--- src/pm_defines.svh ---
// Register offsets, field positions, reset values and timing counts of the power block
`ifndef PM_DEFINES_SVH
`define PM_DEFINES_SVH

// Register indices; byte address is four times the index
`define IDX_PWR_SAVE      8'hf0
`define IDX_PWR_CTRL      8'hf2
`define IDX_PWR_STAT      8'hf4
`define ADDR_W            12
`define ADDR_PWR_SAVE     ({2'h0, `IDX_PWR_SAVE, 2'h0})
`define ADDR_PWR_CTRL     ({2'h0, `IDX_PWR_CTRL, 2'h0})
`define ADDR_PWR_STAT     ({2'h0, `IDX_PWR_STAT, 2'h0})

// Power save register fields
`define PS_EN_BIT         15
`define PS_DIV_LSB        0
`define PS_DIV_W          3
`define PS_DIV_RST        3'h0

// Power control register fields
`define PC_IDLE_BIT       0
`define PC_PD_BIT         1

// Status register fields
`define ST_MODE_LSB       4

// AXI responses
`define RESP_OKAY         2'h0
`define RESP_SLVERR       2'h2

// Powerdown exit settle time once the timing pin reads high
`define CLK_PERIOD_NS     40
`define PDX_SETTLE_NS     200
`define PDX_SETTLE_CYC    ((`PDX_SETTLE_NS + `CLK_PERIOD_NS - 1) / `CLK_PERIOD_NS)

`endif

--- src/pm_pkg.sv ---
// Types shared by the power management block
package pm_pkg;

	// Operating mode of the core clocks
	typedef enum logic [1:0] {
		ST_RUN,
		ST_IDLE,
		ST_PD,
		ST_PD_EXIT
	} pm_mode_e;

	// Register decode result
	typedef enum logic [1:0] {
		REG_SAVE,
		REG_CTRL,
		REG_STAT,
		REG_NONE
	} reg_sel_e;

endpackage

--- src/pm_ctl_if.sv ---
// Control links between the power controller and its divider and exit timer
`timescale 1ns/10ps
`default_nettype none
interface pm_ctl_if #(
	parameter int SEL_W = 3
);
	logic [SEL_W-1:0] div_sel;
	logic             div_run;
	logic             div_tick;
	logic             pd_hold;
	logic             pd_exit;
	logic             pd_done;
	logic             pin_in;
	logic             pin_out;
	logic             pin_oe;

	modport ctl (output div_sel, output div_run, output pd_hold, output pd_exit,
		output pin_in, input div_tick, input pd_done, input pin_out, input pin_oe);
	modport div (input div_sel, input div_run, output div_tick);
	modport pdx (input pd_hold, input pd_exit, input pin_in,
		output pd_done, output pin_out, output pin_oe);
endinterface
`default_nettype wire

--- src/pm_power_ctrl.sv ---
// Power management controller with AXI4-Lite registers and clock enable gating
//
// The address map and the AXI4-Lite slave port were decided locally.
`timescale 1ns/10ps
`default_nettype none
`include "pm_defines.svh"
module pm_power_ctrl
	import pm_pkg::*;
#(
	parameter int PDX_SETTLE = `PDX_SETTLE_CYC
) (
	input  wire logic              i_clk_sys,
	input  wire logic              i_rstn,
	input  wire logic [`ADDR_W-1:0] i_awaddr,
	input  wire logic              i_awvalid,
	output logic                   o_awready,
	input  wire logic [31:0]       i_wdata,
	input  wire logic [3:0]        i_wstrb,
	input  wire logic              i_wvalid,
	output logic                   o_wready,
	output logic [1:0]             o_bresp,
	output logic                   o_bvalid,
	input  wire logic              i_bready,
	input  wire logic [`ADDR_W-1:0] i_araddr,
	input  wire logic              i_arvalid,
	output logic                   o_arready,
	output logic [31:0]            o_rdata,
	output logic [1:0]             o_rresp,
	output logic                   o_rvalid,
	input  wire logic              i_rready,
	input  wire logic              i_irq_unmasked,
	input  wire logic              i_nmi,
	input  wire logic              i_instr_done,
	input  wire logic [15:0]       i_core_ad,
	output logic [15:0]            o_muxed_address_data_bus,
	input  wire logic              i_powerdown_exit_timing_pin,
	output logic                   o_powerdown_exit_timing_pin,
	output logic                   o_powerdown_exit_timing_pin_oe,
	output logic                   o_half_rate_clock_output,
	output logic                   o_exec_clk_en,
	output logic                   o_bus_clk_en,
	output logic                   o_periph_clk_en,
	output logic                   o_osc_en,
	output logic                   o_retain
);

	typedef struct packed {
		pm_mode_e               mode;
		logic                   ps_en;
		logic [`PS_DIV_W-1:0]   ps_div;
		logic                   req_idle;
		logic                   req_pd;
		logic                   exec_en;
		logic                   periph_en;
		logic                   osc_en;
		logic                   half_clk;
		logic                   retain;
		logic [15:0]            ad;
		logic                   have_aw;
		logic [`ADDR_W-1:0]     aw;
		logic                   have_w;
		logic [31:0]            wd;
		logic [3:0]             ws;
		logic                   awready;
		logic                   wready;
		logic                   bvalid;
		logic [1:0]             bresp;
		logic                   arready;
		logic                   rvalid;
		logic [31:0]            rdata;
		logic [1:0]             rresp;
	} pm_state_s;

	localparam pm_state_s RST_STATE = '{
		mode: ST_RUN, ps_en: 1'b0, ps_div: `PS_DIV_RST,
		exec_en: 1'b1, periph_en: 1'b1, osc_en: 1'b1,
		awready: 1'b1, wready: 1'b1, arready: 1'b1,
		default: '0
	};

	pm_state_s s_r;
	pm_state_s s_nxt;
	logic      wake;

	pm_ctl_if #(.SEL_W(`PS_DIV_W)) ctl ();

	if (PDX_SETTLE < 1) begin : g_chk
		$error("pm_power_ctrl: PDX_SETTLE must be at least 1");
	end

	// Address decode shared by reads and writes
	function automatic reg_sel_e decode(input logic [`ADDR_W-1:0] a);
		reg_sel_e r;
		case (a)
			`ADDR_PWR_SAVE: r = REG_SAVE;
			`ADDR_PWR_CTRL: r = REG_CTRL;
			`ADDR_PWR_STAT: r = REG_STAT;
			default:        r = REG_NONE;
		endcase
		return r;
	endfunction

	// Read data for a decoded register
	function automatic logic [31:0] read_word(input reg_sel_e sel, input pm_state_s s);
		logic [31:0] d;
		d = '0;
		case (sel)
			REG_SAVE: begin
				d[`PS_EN_BIT] = s.ps_en;
				d[`PS_DIV_LSB +: `PS_DIV_W] = s.ps_div;
			end
			REG_CTRL: begin
				d[`PC_IDLE_BIT] = s.req_idle;
				d[`PC_PD_BIT] = s.req_pd;
			end
			REG_STAT: begin
				d[`ST_MODE_LSB +: 2] = s.mode;
				d[`PS_EN_BIT] = s.ps_en;
				d[0] = s.retain;
			end
			default: d = '0;
		endcase
		return d;
	endfunction

	// Wake sources; reset wakes through the asynchronous reset itself
	assign wake = i_irq_unmasked | i_nmi;

	// Next state: bus slave, register effects, mode sequencing, clock gating
	always_comb begin
		s_nxt = s_r;
		s_nxt.half_clk = ~s_r.half_clk;

		// Write address and data taken in either order
		if (i_awvalid && s_r.awready) begin
			s_nxt.have_aw = 1'b1;
			s_nxt.aw = i_awaddr;
			s_nxt.awready = 1'b0;
		end
		if (i_wvalid && s_r.wready) begin
			s_nxt.have_w = 1'b1;
			s_nxt.wd = i_wdata;
			s_nxt.ws = i_wstrb;
			s_nxt.wready = 1'b0;
		end
		if (s_r.bvalid && i_bready) begin
			s_nxt.bvalid = 1'b0;
			s_nxt.awready = 1'b1;
			s_nxt.wready = 1'b1;
		end

		// Perform the write once both halves are held
		if (s_r.have_aw && s_r.have_w && !s_r.bvalid) begin
			s_nxt.have_aw = 1'b0;
			s_nxt.have_w = 1'b0;
			s_nxt.bvalid = 1'b1;
			s_nxt.bresp = `RESP_OKAY;
			case (decode(s_r.aw))
				REG_SAVE: begin
					if (s_r.ws[0]) begin
						s_nxt.ps_div = s_r.wd[`PS_DIV_LSB +: `PS_DIV_W];
					end
					if (s_r.ws[1]) begin
						s_nxt.ps_en = s_r.wd[`PS_EN_BIT];
					end
				end
				REG_CTRL: begin
					if (s_r.ws[0] && s_r.wd[`PC_IDLE_BIT]) begin
						s_nxt.req_idle = 1'b1;
					end
					if (s_r.ws[0] && s_r.wd[`PC_PD_BIT]) begin
						s_nxt.req_pd = 1'b1;
					end
				end
				REG_STAT: s_nxt.bresp = `RESP_OKAY;
				default:  s_nxt.bresp = `RESP_SLVERR;
			endcase
		end

		// Read channel: one answer per request
		if (i_arvalid && s_r.arready) begin
			s_nxt.arready = 1'b0;
			s_nxt.rvalid = 1'b1;
			s_nxt.rdata = read_word(decode(i_araddr), s_r);
			s_nxt.rresp = (decode(i_araddr) == REG_NONE) ? `RESP_SLVERR : `RESP_OKAY;
		end
		if (s_r.rvalid && i_rready) begin
			s_nxt.rvalid = 1'b0;
			s_nxt.arready = 1'b1;
		end

		// Interrupt ends power save, winning over a same-cycle software set
		if (wake) begin
			s_nxt.ps_en = 1'b0;
		end

		// Mode sequencing; powerdown request has priority over idle
		case (s_r.mode)
			ST_RUN: begin
				if ((s_r.req_pd || s_r.req_idle) && i_instr_done) begin
					s_nxt.mode = s_r.req_pd ? ST_PD : ST_IDLE;
					// Consume the pending requests; a same-cycle new request survives only if that kind was not already pending
					s_nxt.req_pd = s_nxt.req_pd && !s_r.req_pd;
					s_nxt.req_idle = s_nxt.req_idle && !s_r.req_idle;
				end
			end
			ST_IDLE: begin
				if (wake) begin
					s_nxt.mode = ST_RUN;
				end
			end
			ST_PD: begin
				if (wake) begin
					s_nxt.mode = ST_PD_EXIT;
				end
			end
			ST_PD_EXIT: begin
				if (ctl.pd_done) begin
					s_nxt.mode = ST_RUN;
				end
			end
			default: s_nxt.mode = ST_RUN;
		endcase

		// Clock enables follow the next mode
		s_nxt.exec_en = (s_nxt.mode == ST_RUN) &&
			(!s_r.ps_en || ctl.div_tick);
		s_nxt.periph_en = (s_nxt.mode == ST_RUN) || (s_nxt.mode == ST_IDLE);
		s_nxt.osc_en = (s_nxt.mode != ST_PD);
		s_nxt.retain = (s_nxt.mode == ST_PD) || (s_nxt.mode == ST_PD_EXIT);

		// Address/data pins pass the core value except while powered down
		if (!s_nxt.retain) begin
			s_nxt.ad = i_core_ad;
		end else begin
			s_nxt.ad = s_r.ad;
		end
	end

	// State register; reset restores full-rate running
	always_ff @(posedge i_clk_sys or negedge i_rstn) begin
		if (!i_rstn) begin
			s_r <= RST_STATE;
		end else begin
			s_r <= s_nxt;
		end
	end

	// Links to the divider and the exit timer
	assign ctl.div_sel = s_r.ps_div;
	assign ctl.div_run = s_r.ps_en;
	assign ctl.pd_hold = (s_r.mode == ST_PD);
	assign ctl.pd_exit = (s_r.mode == ST_PD_EXIT);
	assign ctl.pin_in  = i_powerdown_exit_timing_pin;

	pm_clk_div #(
		.SEL_W (`PS_DIV_W)
	) u_div (
		.i_clk_sys (i_clk_sys),
		.i_rstn    (i_rstn),
		.dv        (ctl.div)
	);

	pm_pd_exit #(
		.SETTLE (PDX_SETTLE)
	) u_pdx (
		.i_clk_sys (i_clk_sys),
		.i_rstn    (i_rstn),
		.px        (ctl.pdx)
	);

	// Outputs straight from flip-flops, except the timing pin drive value, which is tied low
	assign o_awready = s_r.awready;
	assign o_wready  = s_r.wready;
	assign o_bvalid  = s_r.bvalid;
	assign o_bresp   = s_r.bresp;
	assign o_arready = s_r.arready;
	assign o_rvalid  = s_r.rvalid;
	assign o_rdata   = s_r.rdata;
	assign o_rresp   = s_r.rresp;
	assign o_muxed_address_data_bus = s_r.ad;
	assign o_powerdown_exit_timing_pin    = ctl.pin_out;
	assign o_powerdown_exit_timing_pin_oe = ctl.pin_oe;
	assign o_half_rate_clock_output = s_r.half_clk;
	assign o_exec_clk_en   = s_r.exec_en;
	assign o_bus_clk_en    = s_r.exec_en;
	assign o_periph_clk_en = s_r.periph_en;
	assign o_osc_en        = s_r.osc_en;
	assign o_retain        = s_r.retain;
endmodule
`default_nettype wire

--- src/pm_clk_div.sv ---
// Power save divider: one-cycle enable every 2**div_sel clocks
`timescale 1ns/10ps
`default_nettype none
module pm_clk_div #(
	parameter int SEL_W = 3
) (
	input  wire logic i_clk_sys,
	input  wire logic i_rstn,
	pm_ctl_if.div     dv
);
	localparam int CNT_W = (1 << SEL_W) - 1;

	typedef struct packed {
		logic [CNT_W-1:0] cnt;
		logic             tick;
	} div_state_s;

	div_state_s s_r;
	div_state_s s_nxt;
	logic [CNT_W-1:0] limit;

	if (SEL_W < 1 || SEL_W > 4) begin : g_chk
		$error("pm_clk_div: SEL_W must be 1 to 4");
	end

	// Terminal count for the selected divisor
	assign limit = CNT_W'((CNT_W+1)'(1) << dv.div_sel) - CNT_W'(1);

	// Count and pulse; idle at zero when power save is off
	always_comb begin
		s_nxt = s_r;
		if (!dv.div_run) begin
			s_nxt.cnt = '0;
			s_nxt.tick = 1'b0;
		end else if (s_r.cnt >= limit) begin
			s_nxt.cnt = '0;
			s_nxt.tick = 1'b1;
		end else begin
			s_nxt.cnt = s_r.cnt + CNT_W'(1);
			s_nxt.tick = 1'b0;
		end
	end

	// State register
	always_ff @(posedge i_clk_sys or negedge i_rstn) begin
		if (!i_rstn) begin
			s_r <= '0;
		end else begin
			s_r <= s_nxt;
		end
	end

	assign dv.div_tick = s_r.tick;
endmodule
`default_nettype wire

--- src/pm_pd_exit.sv ---
// Powerdown exit timer: discharges the timing pin, then waits for it to settle high
`timescale 1ns/10ps
`default_nettype none
`include "pm_defines.svh"
module pm_pd_exit #(
	parameter int SETTLE = `PDX_SETTLE_CYC
) (
	input  wire logic i_clk_sys,
	input  wire logic i_rstn,
	pm_ctl_if.pdx     px
);
	localparam int CNT_W = $clog2(SETTLE + 1);

	typedef struct packed {
		logic [CNT_W-1:0] cnt;
		logic             done;
		logic             oe;
	} pdx_state_s;

	pdx_state_s s_r;
	pdx_state_s s_nxt;

	if (SETTLE < 1) begin : g_chk
		$error("pm_pd_exit: SETTLE must be at least 1");
	end

	// Drive low while down, release on wake, count consecutive high samples
	always_comb begin
		s_nxt = s_r;
		s_nxt.oe = !px.pd_hold;
		if (px.pd_exit) begin
			if (!px.pin_in) begin
				s_nxt.cnt = '0;
			end else if (s_r.cnt < CNT_W'(SETTLE)) begin
				s_nxt.cnt = s_r.cnt + CNT_W'(1);
			end
			s_nxt.done = px.pin_in && (s_r.cnt >= CNT_W'(SETTLE - 1));
		end else begin
			s_nxt.cnt = '0;
			s_nxt.done = 1'b0;
		end
	end

	// State register; pin released at reset
	always_ff @(posedge i_clk_sys or negedge i_rstn) begin
		if (!i_rstn) begin
			s_r <= '{cnt: '0, done: 1'b0, oe: 1'b1};
		end else begin
			s_r <= s_nxt;
		end
	end

	assign px.pd_done = s_r.done;
	assign px.pin_out = 1'b0;
	assign px.pin_oe  = s_r.oe;
endmodule
`default_nettype wire

--- config.mk ---
export PLATFORM = sky130hd
export DESIGN_NAME = pm_power_ctrl
export DESIGN_NICKNAME = d
export VERILOG_FILES = /design/src/pm_pkg.sv /design/src/pm_ctl_if.sv /design/src/pm_power_ctrl.sv /design/src/pm_clk_div.sv /design/src/pm_pd_exit.sv
export VERILOG_INCLUDE_DIRS = /design/src
export SDC_FILE = /design/constraint.sdc
export NUM_CORES = 1
export LEC_CHECK = 0
export ABC_AREA = 1
export CAP_MARGIN = 0
export CELL_PAD_IN_SITES_DETAIL_PLACEMENT = 1
export CELL_PAD_IN_SITES_GLOBAL_PLACEMENT = 1
export CORE_ASPECT_RATIO = 1.75
export CORE_UTILIZATION = 49
export DETAILED_ROUTE_END_ITERATION = 8
export DONT_BUFFER_PORTS = 1
export MAX_ROUTING_LAYER = met4
export PLACE_DENSITY = 0.9
export SETUP_SLACK_MARGIN = 0.1
export SLEW_MARGIN = 20
export SYNTH_ARGS = -nofsm -noshare
export SYNTH_HDL_FRONTEND = slang
export SYNTH_SLANG_ARGS = --single-unit
--- constraint.sdc ---
create_clock -name i_clk_sys -period 4.4 [get_ports i_clk_sys]
set_clock_uncertainty 0.2 [all_clocks]
set_input_delay 0.88 -clock i_clk_sys [delete_from_list [all_inputs] [get_ports i_clk_sys]]
set_output_delay 0.88 -clock i_clk_sys [all_outputs]
set_load 0.01 [all_outputs]
==> results of run 1 <==
[routing by layer]
layer	GRT usage (%)	routed length, microns
met1	22.78	3002
met2	40.59	4762
met3	4.653	377
met4	13.52	293
met5	-	0
[cell families after synthesis]
group	Yosys count	share of synthesized area, %
and+or+nand+nor	221	23.72
buffers and inverters	104	16.25
DFF	75	48.98
AOI/OAI and AO/OA	48	6.793
adders and majority gates	10	3.250
xor gates and xnor gates	4	0.9101
other	1	0.09740
[sequential cells by signal, summed over array words and instances (netlist names), 3 cells and up]
| signal | count |
|---|---|
| o_muxed_address_data_bus | 16 |
| u_div.s_r | 7 |
| u_pdx.s_r | 3 |
| s_r | 24 |
| ctl.div_sel | 3 |
| o_rdata | 6 |
[layout make-up]
type,instances,area [sq um]
clock inverter,6,80.08
fill,917,3654
sequential,75,1886
inverter,44,165.2
tap,88,110.1
clock buffer,10,229.0
multi-input combinational,312,1444
[worst max-delay path by stage]
stage	from	endpoint	slack (ns)	depth (start not counted)
2_1_floorplan	ctl.div_sel[0]	u_div.dv.div_tick	2.06	13
3_3_place_gp	ctl.div_sel[2]	u_div.dv.div_tick	1.88	12
3_5_place_dp	ctl.div_sel[2]	u_div.s_r[5]	1.76	11
4_1_cts	ctl.div_sel[2]	u_div.s_r[5]	1.71	11
5_1_grt	ctl.div_sel[2]	u_div.s_r[5]	1.46	11
6_report	ctl.div_sel[2]	u_div.s_r[5]	1.71	11
[per-stage QoR]
stage | hold WS [ns] | cell area [sq um] | std cells
after floorplan | 0.2487 | 3955 | 491
after global placement | 0.2621 | 3605 | 519
after detailed placement | 0.2743 | 3605 | 519
after CTS | 0.02406 | 3914 | 535
after global routing | 0.01997 | 3914 | 535
final | 0.03610 | 3914 | 535
[cell usage after synthesis]
cell type	n
a31oi_1	2
clkinv_1	1
buf_12	1
o21ai_2	1
nand3_2	2
nor3_1	10
nand4_1	5
nand2_2	2
nor2_4	1
dfrtp_1	68
a22o_1	1
buf_2	1
dfstp_2	7
clkbuf_1	2
ha_1	10
buf_6	2
nor2_2	1
xnor2_1	3
inv_1	42
o21ai_0	31
buf_4	54
a21boi_0	1
o21a_1	1
inv_2	1
o211ai_1	1
nand3b_1	2
nand3_1	19
nor2_1	32
o21a_2	1
conb_1	1
xor2_1	1
a21oi_1	9
nand2_1	147
[worst register-to-register path: stages, from the launching register on]
cell and delay, ns:
dfrtp_1 0.43, inv_1 0.18, nand3_1 0.11, ha_1 0.23, nand2_1 0.10, a21oi_1 0.06
xnor2_1 0.13, ha_1 0.33, a21oi_1 0.21, o21a_1 0.14, nand3_1 0.23, nor3_1 0.23
[report_power, final]
part	leakage (nW)	switching (mW)	internal, mW	total, mW
Sequential	0.933	0.219	0.933	1.15
Combinational	0.930	0.328	0.149	0.476
Clock	0.156	0.274	0.492	0.766
Total	2.02	0.821	1.57	2.39
==> impl_metrics.json, run 1 <==
{
  "drc": 0,
  "utilization_pct": 51.72,
  "numClockSinks": 75,
  "io_pins": 152,
  "start_util_pct": 50.88,
  "yosysTopAreaCell": "dfrtp_1",
  "post-cts-setup-buffer-count": 0,
  "cts.clk_slew.worst_paths_ns": 0.06,
  "setup_tns_ns": 0,
  "largest_net_degree_at_the_start_of_global_routing": 76,
  "post_cts.resized_instances": 0,
  "dp_slack_ns": 1.765,
  "final_cell_mix": "147 x nand2_1, 68 x dfrtp_1, 42 x inv_1, 32 x nor2_1, 31 x o21ai_0",
  "final_common_cell": "nand2_1",
  "area.growth.synth_to_final_pct": 1.657,
  "grt_util_all_layers_pct": 22.90,
  "yosys.cell_types.count": 33,
  "grt_pass1_wl_microns": 14260,
  "path_cells": "inv_1, nand3_1, ha_1, nand2_1, a21oi_1, xnor2_1, ha_1, a21oi_1, o21a_1, nand3_1, nor3_1",
  "row_count": 42,
  "worst_path_largest_cell_delay_ns": 0.43,
  "maxCapViolCount": 0,
  "crit_arrival_ns": 2.72,
  "cts_htree_levels": 3,
  "path_max_fanout": 8,
  "r2r_end": "u_div.s_r[5]",
  "netlist_top_cells_area": "dfrtp_1 44%, nand2_1 14%, buf_4 11%",
  "timing.final.ws_setup_ns": 1.714,
  "total_power_mw": 2.394,
  "reg2reg_depth": 11,
  "post_synth_instance_area_sq_um": 3850,
  "static-leakage-power_nw": 2.019,
  "place_congestion": 0.8481,
  "drt_iter0_markers": 84,
  "synth_largest_type_area_fraction_pct": 44.20,
  "first_global_vias": 3052,
  "postCtsHoldBufs": 0,
  "avgRoutedWirePerCell_microns": 15.77,
  "timing.hold.worst.class": "input pin to async pin",
  "floorplan.core_area_sq_um": 7567,
  "worst_r2r_startpoint": "ctl.div_sel[2]",
  "antenna_found_initial": 0,
  "worstSkewPairLatency_ns": 0.33,
  "detailroute.via_count": 2830,
  "worstSetupEndpointType": "flip-flop",
  "postSynthAreaPerCell_sq_um": 8.315,
  "post-route-min-period_ns": 2.686,
  "crit_buf_inv": 1,
  "syn_inst": 463,
  "fp.dieArea_sq_um": 8230,
  "globalRouteOverflowTotal": 0,
  "critPathTopFamily": "simple AND/OR/NAND/NOR gates",
  "r2r_setup_slack_ns": 1.71,
  "hold_violations": 0,
  "clock-root-buffer": "clkbuf_16",
  "antenna-diode-count": 0,
  "peakVddDrop_uv": 337.5,
  "floorplan.die.height_microns": 119.3,
  "cts_tree": "yes",
  "ys_warn_count": 0,
  "maxClockFrequency_mhz": 372.4,
  "slew_viol_final": 0,
  "detailed_place_hpwl_microns": 6219,
  "finalCritPeriodShare_pct": 61.03,
  "power_density_nw_per_um2": 611.7,
  "path_class": "flip-flop to flip-flop",
  "synth_seq_area_share_pct": 48.98,
  "antenna_violating_nets_left": 0,
  "post_route_cells_drive_above_1_share_pct": 6.935,
  "timing.critical_path.from_type": "flip-flop",
  "route.final.wire_length_microns": 8435,
  "post_drt_via_cell_ratio": 5.290,
  "required_time_of_the_critical_path_ns": 4.44,
  "ctsLongestPathBuffers": 2,
  "die_w_microns": 69.01,
  "setup_viol": 0,
  "synth.ff_latch_count": 75,
  "critical_path.slowest_cell": "dfrtp_1",
  "drt_first_pass_iters": 4,
  "run_status": "completed",
  "numPortBuffers": 0,
  "numCtsBuffers": 9,
  "rsz0062_at_grt": "no",
  "final_net_count": 539
}
Note: power is estimated with default switching activity, not from simulation.
==> run 2, diff against run 1 <==
--- a/config.mk
+++ b/config.mk
@@ -11,11 +11,11 @@
 export CELL_PAD_IN_SITES_DETAIL_PLACEMENT = 1
 export CELL_PAD_IN_SITES_GLOBAL_PLACEMENT = 1
 export CORE_ASPECT_RATIO = 1.75
-export CORE_UTILIZATION = 49
+export CORE_UTILIZATION = 45
 export DETAILED_ROUTE_END_ITERATION = 8
 export DONT_BUFFER_PORTS = 1
 export MAX_ROUTING_LAYER = met4
-export PLACE_DENSITY = 0.9
+export PLACE_DENSITY = 0.84
 export SETUP_SLACK_MARGIN = 0.1
 export SLEW_MARGIN = 20
 export SYNTH_ARGS = -nofsm -noshare
==> constraint.sdc (replaced) <==
create_clock -name i_clk_sys -period 2.7 [get_ports i_clk_sys]
set_clock_uncertainty 0.2 [all_clocks]
set_input_delay 0.54 -clock i_clk_sys [delete_from_list [all_inputs] [get_ports i_clk_sys]]
set_output_delay 0.54 -clock i_clk_sys [all_outputs]
set_load 0.01 [all_outputs]
==> run 2 against run 1 <==
  * Register-to-register slack got worse by 1.5 ns
  * Die area is 8.7% higher
  * Sequential power grew 63%
  * Critical path depth unchanged
  * Core utilization shrank 2.7 points
  * Count of clock-buffer cells in the layout unchanged
  * Via count decreased by 1.2%
  * Maximum frequency rose by 9.4%
  * First-iteration DRC count stayed put
  * Cell area rose by 4.0%
  * Combinational power is 68% higher
  * Critical endpoint unchanged
  * Largest cell class unchanged
==> impl_metrics.json, run 2 (synthesized netlist as in run 1, its figures left out) <==
{
  "crit_arrival_ns": 2.50,
  "clock-root-buffer": "clkbuf_16",
  "required_time_of_the_critical_path_ns": 2.74,
  "area.growth.synth_to_final_pct": 5.752,
  "drt_iter0_markers": 84,
  "path_cells": "nor2_2, nand2_1, ha_1, nand2_1, a21oi_1, xnor2_1, ha_1, a21oi_1, o21a_1, nand3_4, nor3_1",
  "timing.critical_path.from_type": "flip-flop",
  "rsz0062_at_grt": "yes",
  "floorplan.die.height_microns": 124.4,
  "grt_pass1_wl_microns": 13960,
  "setup_viol": 0,
  "critical_path.slowest_cell": "dfrtp_1",
  "cts.clk_slew.worst_paths_ns": 0.06,
  "globalRouteOverflowTotal": 0,
  "timing.final.ws_setup_ns": 0.2442,
  "drt_first_pass_iters": 4,
  "avgRoutedWirePerCell_microns": 14.88,
  "row_count": 44,
  "post-route-min-period_ns": 2.456,
  "numCtsBuffers": 9,
  "fp.dieArea_sq_um": 8944,
  "numPortBuffers": 0,
  "start_util_pct": 46.31,
  "largest_net_degree_at_the_start_of_global_routing": 76,
  "post-cts-setup-buffer-count": 0,
  "run_status": "completed",
  "maxCapViolCount": 0,
  "final_common_cell": "nand2_1",
  "drc": 0,
  "cts_htree_levels": 3,
  "route.final.wire_length_microns": 8436,
  "critPathTopFamily": "simple AND/OR/NAND/NOR gates",
  "worstSetupEndpointType": "flip-flop",
  "largest_register_ffs": 24,
  "grt_util_all_layers_pct": 20.82,
  "slew_viol_final": 0,
  "finalCritPeriodShare_pct": 90.95,
  "cts_tree": "yes",
  "static-leakage-power_nw": 2.068,
  "maxClockFrequency_mhz": 407.2,
  "numClockSinks": 75,
  "final_net_count": 544,
  "first_global_vias": 2955,
  "die_w_microns": 71.92,
  "crit_buf_inv": 0,
  "ctsLongestPathBuffers": 2,
  "hold_violations": 0,
  "worst_path_largest_cell_delay_ns": 0.44,
  "timing.hold.worst.class": "input pin to flip-flop",
  "antenna-diode-count": 0,
  "peakVddDrop_uv": 666.9,
  "final_cell_mix": "147 x nand2_1, 67 x dfrtp_1, 40 x inv_1, 31 x nor2_1, 31 x o21ai_0",
  "antenna_violating_nets_left": 0,
  "antenna_found_initial": 0,
  "floorplan.core_area_sq_um": 8313,
  "detailroute.via_count": 2796,
  "register_ranked_first_by_flip_flop_count": "s_r",
  "path_class": "flip-flop to flip-flop",
  "path_max_fanout": 8,
  "worstSkewPairLatency_ns": 0.33,
  "detailed_place_hpwl_microns": 6185,
  "setup_tns_ns": 0,
  "place_congestion": 0.7376,
  "post_drt_via_cell_ratio": 4.931,
  "power_density_nw_per_um2": 997.4,
  "dp_slack_ns": 0.09433,
  "io_pins": 152,
  "post_route_cells_drive_above_1_share_pct": 9.292,
  "finalHoldWorstSlack_ns": 0.07886
}
==> run 2: changes by cell type in the layout (fill, tap and decap cells not counted), moves of 2 or more <==
| cell | delta |
|---|---|
| buf_4 | +3 |
| inv_2 | +2 |
| inv_1 | -2 |
| clkinv_2 | -3 |
| clkinv_4 | +2 |
==> run 2: layer usage <==
layer,up-vias,share of wire [%],global-route usage (%)
met1,1364,37,21.26
li1,1343,-,-
met3,9,3.4,4.450
met4,0,1.3,7.958
met2,80,58,37.79
met5,-,0,-
==> run 2: repair_timing <==
item	4_1_cts	5_1_grt
setup endpoints to repair	4	8
hold buffers	2	0
endpoints found under the hold margin	75	0
gates resized for setup	1	6
==> run 2: where the power goes <==
| part | switching, mW | internal (mW) | total (mW) | leakage (nW) |
|---|---|---|---|---|
| logic | 0.545 | 0.256 | 0.801 | 0.964 |
| clock network | 0.460 | 0.929 | 1.39 | 0.173 |
| registers | 0.351 | 1.52 | 1.87 | 0.931 |
| total | 1.36 | 2.70 | 4.06 | 2.07 |
==> run 2: final cells by class <==
type                    count  area (sq um)
flip-flops and latches     75          1887
fillers                  1014          4242
inverters                  44         165.2
repair buffers              5         60.06
clock inverters             6         112.6
multi-input cells         312          1464
well taps                 115         143.9
clock buffers              10         239.0
==> run 2: worst paths after layout <==
check,startpoint,slack (ns),endpoint,cells past startpoint
min,i_wvalid,0.08,o_wready,1
min reg2reg,s_r[85],0.28,s_r[85],2
min in group asynchronous,i_rstn,0.57,ctl.div_sel[0],2
max,ctl.div_sel[0],0.24,u_div.s_r[5],11
max reg2reg,ctl.div_sel[0],0.24,u_div.s_r[5],11
max in group asynchronous,i_rstn,1.38,o_periph_clk_en,2
==> run 2: through the flow <==
| stage | power [mW] | std cells | area [sq um] | utilization [%] |
|---|---|---|---|---|
| final | 4.061 | 567 | 4071 | 48.98 |
| after global routing | 4.314 | 567 | 4071 | 48.98 |
| after CTS | 4.116 | 567 | 4055 | 48.78 |
| after detailed placement | 2.666 | 549 | 3661 | 44.04 |
| after global placement | 2.581 | 549 | 3661 | 44.04 |
| after floorplan | 2.652 | 491 | 3955 | - |
==> run 3, diff against run 2 <==
--- a/config.mk
+++ b/config.mk
@@ -14,6 +14,7 @@
 export CORE_UTILIZATION = 45
 export DETAILED_ROUTE_END_ITERATION = 8
 export DONT_BUFFER_PORTS = 1
+export GPL_TIMING_DRIVEN = 0
 export MAX_ROUTING_LAYER = met4
 export PLACE_DENSITY = 0.84
 export SETUP_SLACK_MARGIN = 0.1
==> run 3 against run 2 <==
  * Clock power decreased by 22%
  * Wire length increased by 8.0%
  * Core utilization increased by 5.3 points
  * Critical endpoint is now u_div.dv.div_tick
  * Register-to-register slack about the same
  * Sequential share of layout area decreased by 4.5 points
==> impl_metrics.json, run 3 (synthesized netlist as in run 1, its figures left out) <==
{
  "path_class": "flip-flop to flip-flop",
  "cts.clk_slew.worst_paths_ns": 0.06,
  "fp.dieArea_sq_um": 8944,
  "critical_path.startpoint": "ctl.div_sel[0]",
  "final_net_count": 602,
  "route.final.wire_length_microns": 9109,
  "reg2reg_depth": 14,
  "rsz0062_at_grt": "no",
  "crit_arrival_ns": 2.50,
  "numClockSinks": 75,
  "antenna_found_initial": 0,
  "avgRoutedWirePerCell_microns": 14.57,
  "area.growth.synth_to_final_pct": 17.16,
  "post_route_cells_drive_above_1_share_pct": 21.37,
  "worstSetupEndpointType": "flip-flop",
  "largest_net_degree_at_the_start_of_global_routing": 76,
  "first_global_vias": 3381,
  "required_time_of_the_critical_path_ns": 2.74,
  "finish.cell_count_without_fillers": 625,
  "run_status": "completed",
  "antenna-diode-count": 0,
  "worstHoldPathCells": 1,
  "path_cells": "buf_2, nor2_4, nand2_2, ha_4, nand2_2, a21oi_1, xnor2_1, ha_1, nand2_1, nor2_1, nand2_1, nand3_4, nand2_2, inv_1",
  "final_cell_mix": "144 x nand2_1, 66 x dfrtp_1, 55 x buf_4, 41 x inv_1",
  "detailroute.via_count": 3036,
  "path_max_fanout": 8,
  "slew_viol_final": 0,
  "timing.final.ws_setup_ns": 0.2320,
  "worstSkewPairLatency_ns": 0.34,
  "worst_r2r_startpoint": "ctl.div_sel[0]",
  "hold_violations": 0,
  "floorplan.die.height_microns": 124.4,
  "timing.critical_path.from_type": "flip-flop",
  "crit_path_frequent_cell": "nand2_2",
  "grt_pass1_wl_microns": 15360,
  "register_ranked_first_by_flip_flop_count": "s_r",
  "finalCritPeriodShare_pct": 91.41,
  "detailed_place_hpwl_microns": 6780,
  "post-route-min-period_ns": 2.468,
  "power_density_nw_per_um2": 893.0,
  "place_congestion": 0.7621,
  "maxClockFrequency_mhz": 405.2,
  "post-place-cells": 606,
  "r2r_end": "u_div.dv.div_tick",
  "clock-root-buffer": "clkbuf_16",
  "row_count": 44,
  "die_w_microns": 71.92,
  "largest_register_ffs": 24,
  "start_util_pct": 46.31,
  "r2r_setup_slack_ns": 0.23,
  "numCtsBuffers": 9,
  "min_from": "i_wvalid",
  "worst_hold_endpoint": "o_wready",
  "dp_slack_ns": -0.07016,
  "worst_path_largest_cell_delay_ns": 0.36,
  "timing.hold.worst.class": "input pin to flip-flop",
  "drt_first_pass_iters": 4,
  "cts_htree_levels": 3,
  "static-leakage-power_nw": 2.364,
  "numPortBuffers": 0,
  "critical_path.slowest_cell": "dfrtp_1",
  "utilization_pct": 54.26,
  "peakVddDrop_uv": 634.9,
  "drt_iter0_markers": 100,
  "post_drt_via_cell_ratio": 4.858,
  "floorplan.core_area_sq_um": 8313,
  "final_common_cell": "nand2_1",
  "cts_tree": "yes",
  "dpl_cell_area_sq_um": 4099,
  "globalRouteOverflowTotal": 0,
  "drc": 0,
  "ctsLongestPathBuffers": 2,
  "setup_viol": 0,
  "layout.cell_area.non_filler_sq_um": 4511,
  "antenna_violating_nets_left": 0,
  "maxCapViolCount": 0,
  "grt_util_all_layers_pct": 22.99,
  "io_pins": 152
}
[run 3: changes by cell type in the layout (fill, tap and decap cells not counted), sizes merged]
cell and delta:
buf +57, bufinv -3, clkinvlp +4
[run 3: cell type report]
cell class | instances | area [sq um]
flip-flops and latches | 75 | 1888
fillers | 982 | 3802
multi-input cells | 312 | 1536
clock inverters | 7 | 45.04
well taps | 115 | 143.9
clock buffers | 9 | 225.2
repair buffers | 3 | 45.04
plain buffers | 60 | 461.7
inverters | 44 | 165.2
[run 3: report_power, final]
group	internal [mW]	total [mW]	switching, mW	leakage [nW]
logic	0.470	1.15	0.681	1.31
registers	1.52	1.79	0.272	0.930
clock network	0.615	1.09	0.470	0.123
[run 3: metal layers]
| metal | track usage, % | wire, microns | vias up |
|---|---|---|---|
| li1 | - | - | 1459 |
| met4 | 11.19 | 337 | 0 |
| met5 | - | 0 | - |
| met2 | 42.01 | 5133 | 96 |
| met1 | 22.45 | 3317 | 1456 |
| met3 | 4.369 | 320 | 25 |
[run 3: worst max-delay path by stage]
stage | to | slack [ns]
finish | u_div.dv.div_tick | 0.23
detailed placement | u_div.s_r[6] | -0.07
floorplan | u_div.dv.div_tick | 0.36
CTS | u_div.s_r[7] | 0.11
global route | u_div.dv.div_tick | 0.10
global placement | u_div.dv.div_tick | 0.06
[run 3: repair_timing]
action                                  4_1_cts  5_1_grt
pin swaps                                     0        4
cloned                                        0        0
endpoints found under the hold margin        75        0
setup buffers                                 0        1
endpoints found under the setup margin        8        8
resized for setup                             5       19
hold buffers                                  2        0
[run 3: stage by stage]
stage	hold slack [ns]	power (mW)	TNS (ns)
3_3_place_gp	0.04705	2.848	0
2_1_floorplan	0.04441	2.652	0
6_report	0.07015	4.028	0
4_1_cts	0.06264	4.089	0
3_5_place_dp	0.04679	2.936	-0.2555
5_1_grt	0.06941	4.311	0
[run 3: critical path: cells and delay by family (launching register included)]
kind	cells	cell delay, ns
xor+xnor	1	0.20
flops	1	0.36
fa+ha+maj	2	0.47
simple gates	8	0.86
buf+inv	2	0.22
compound gates	1	0.05
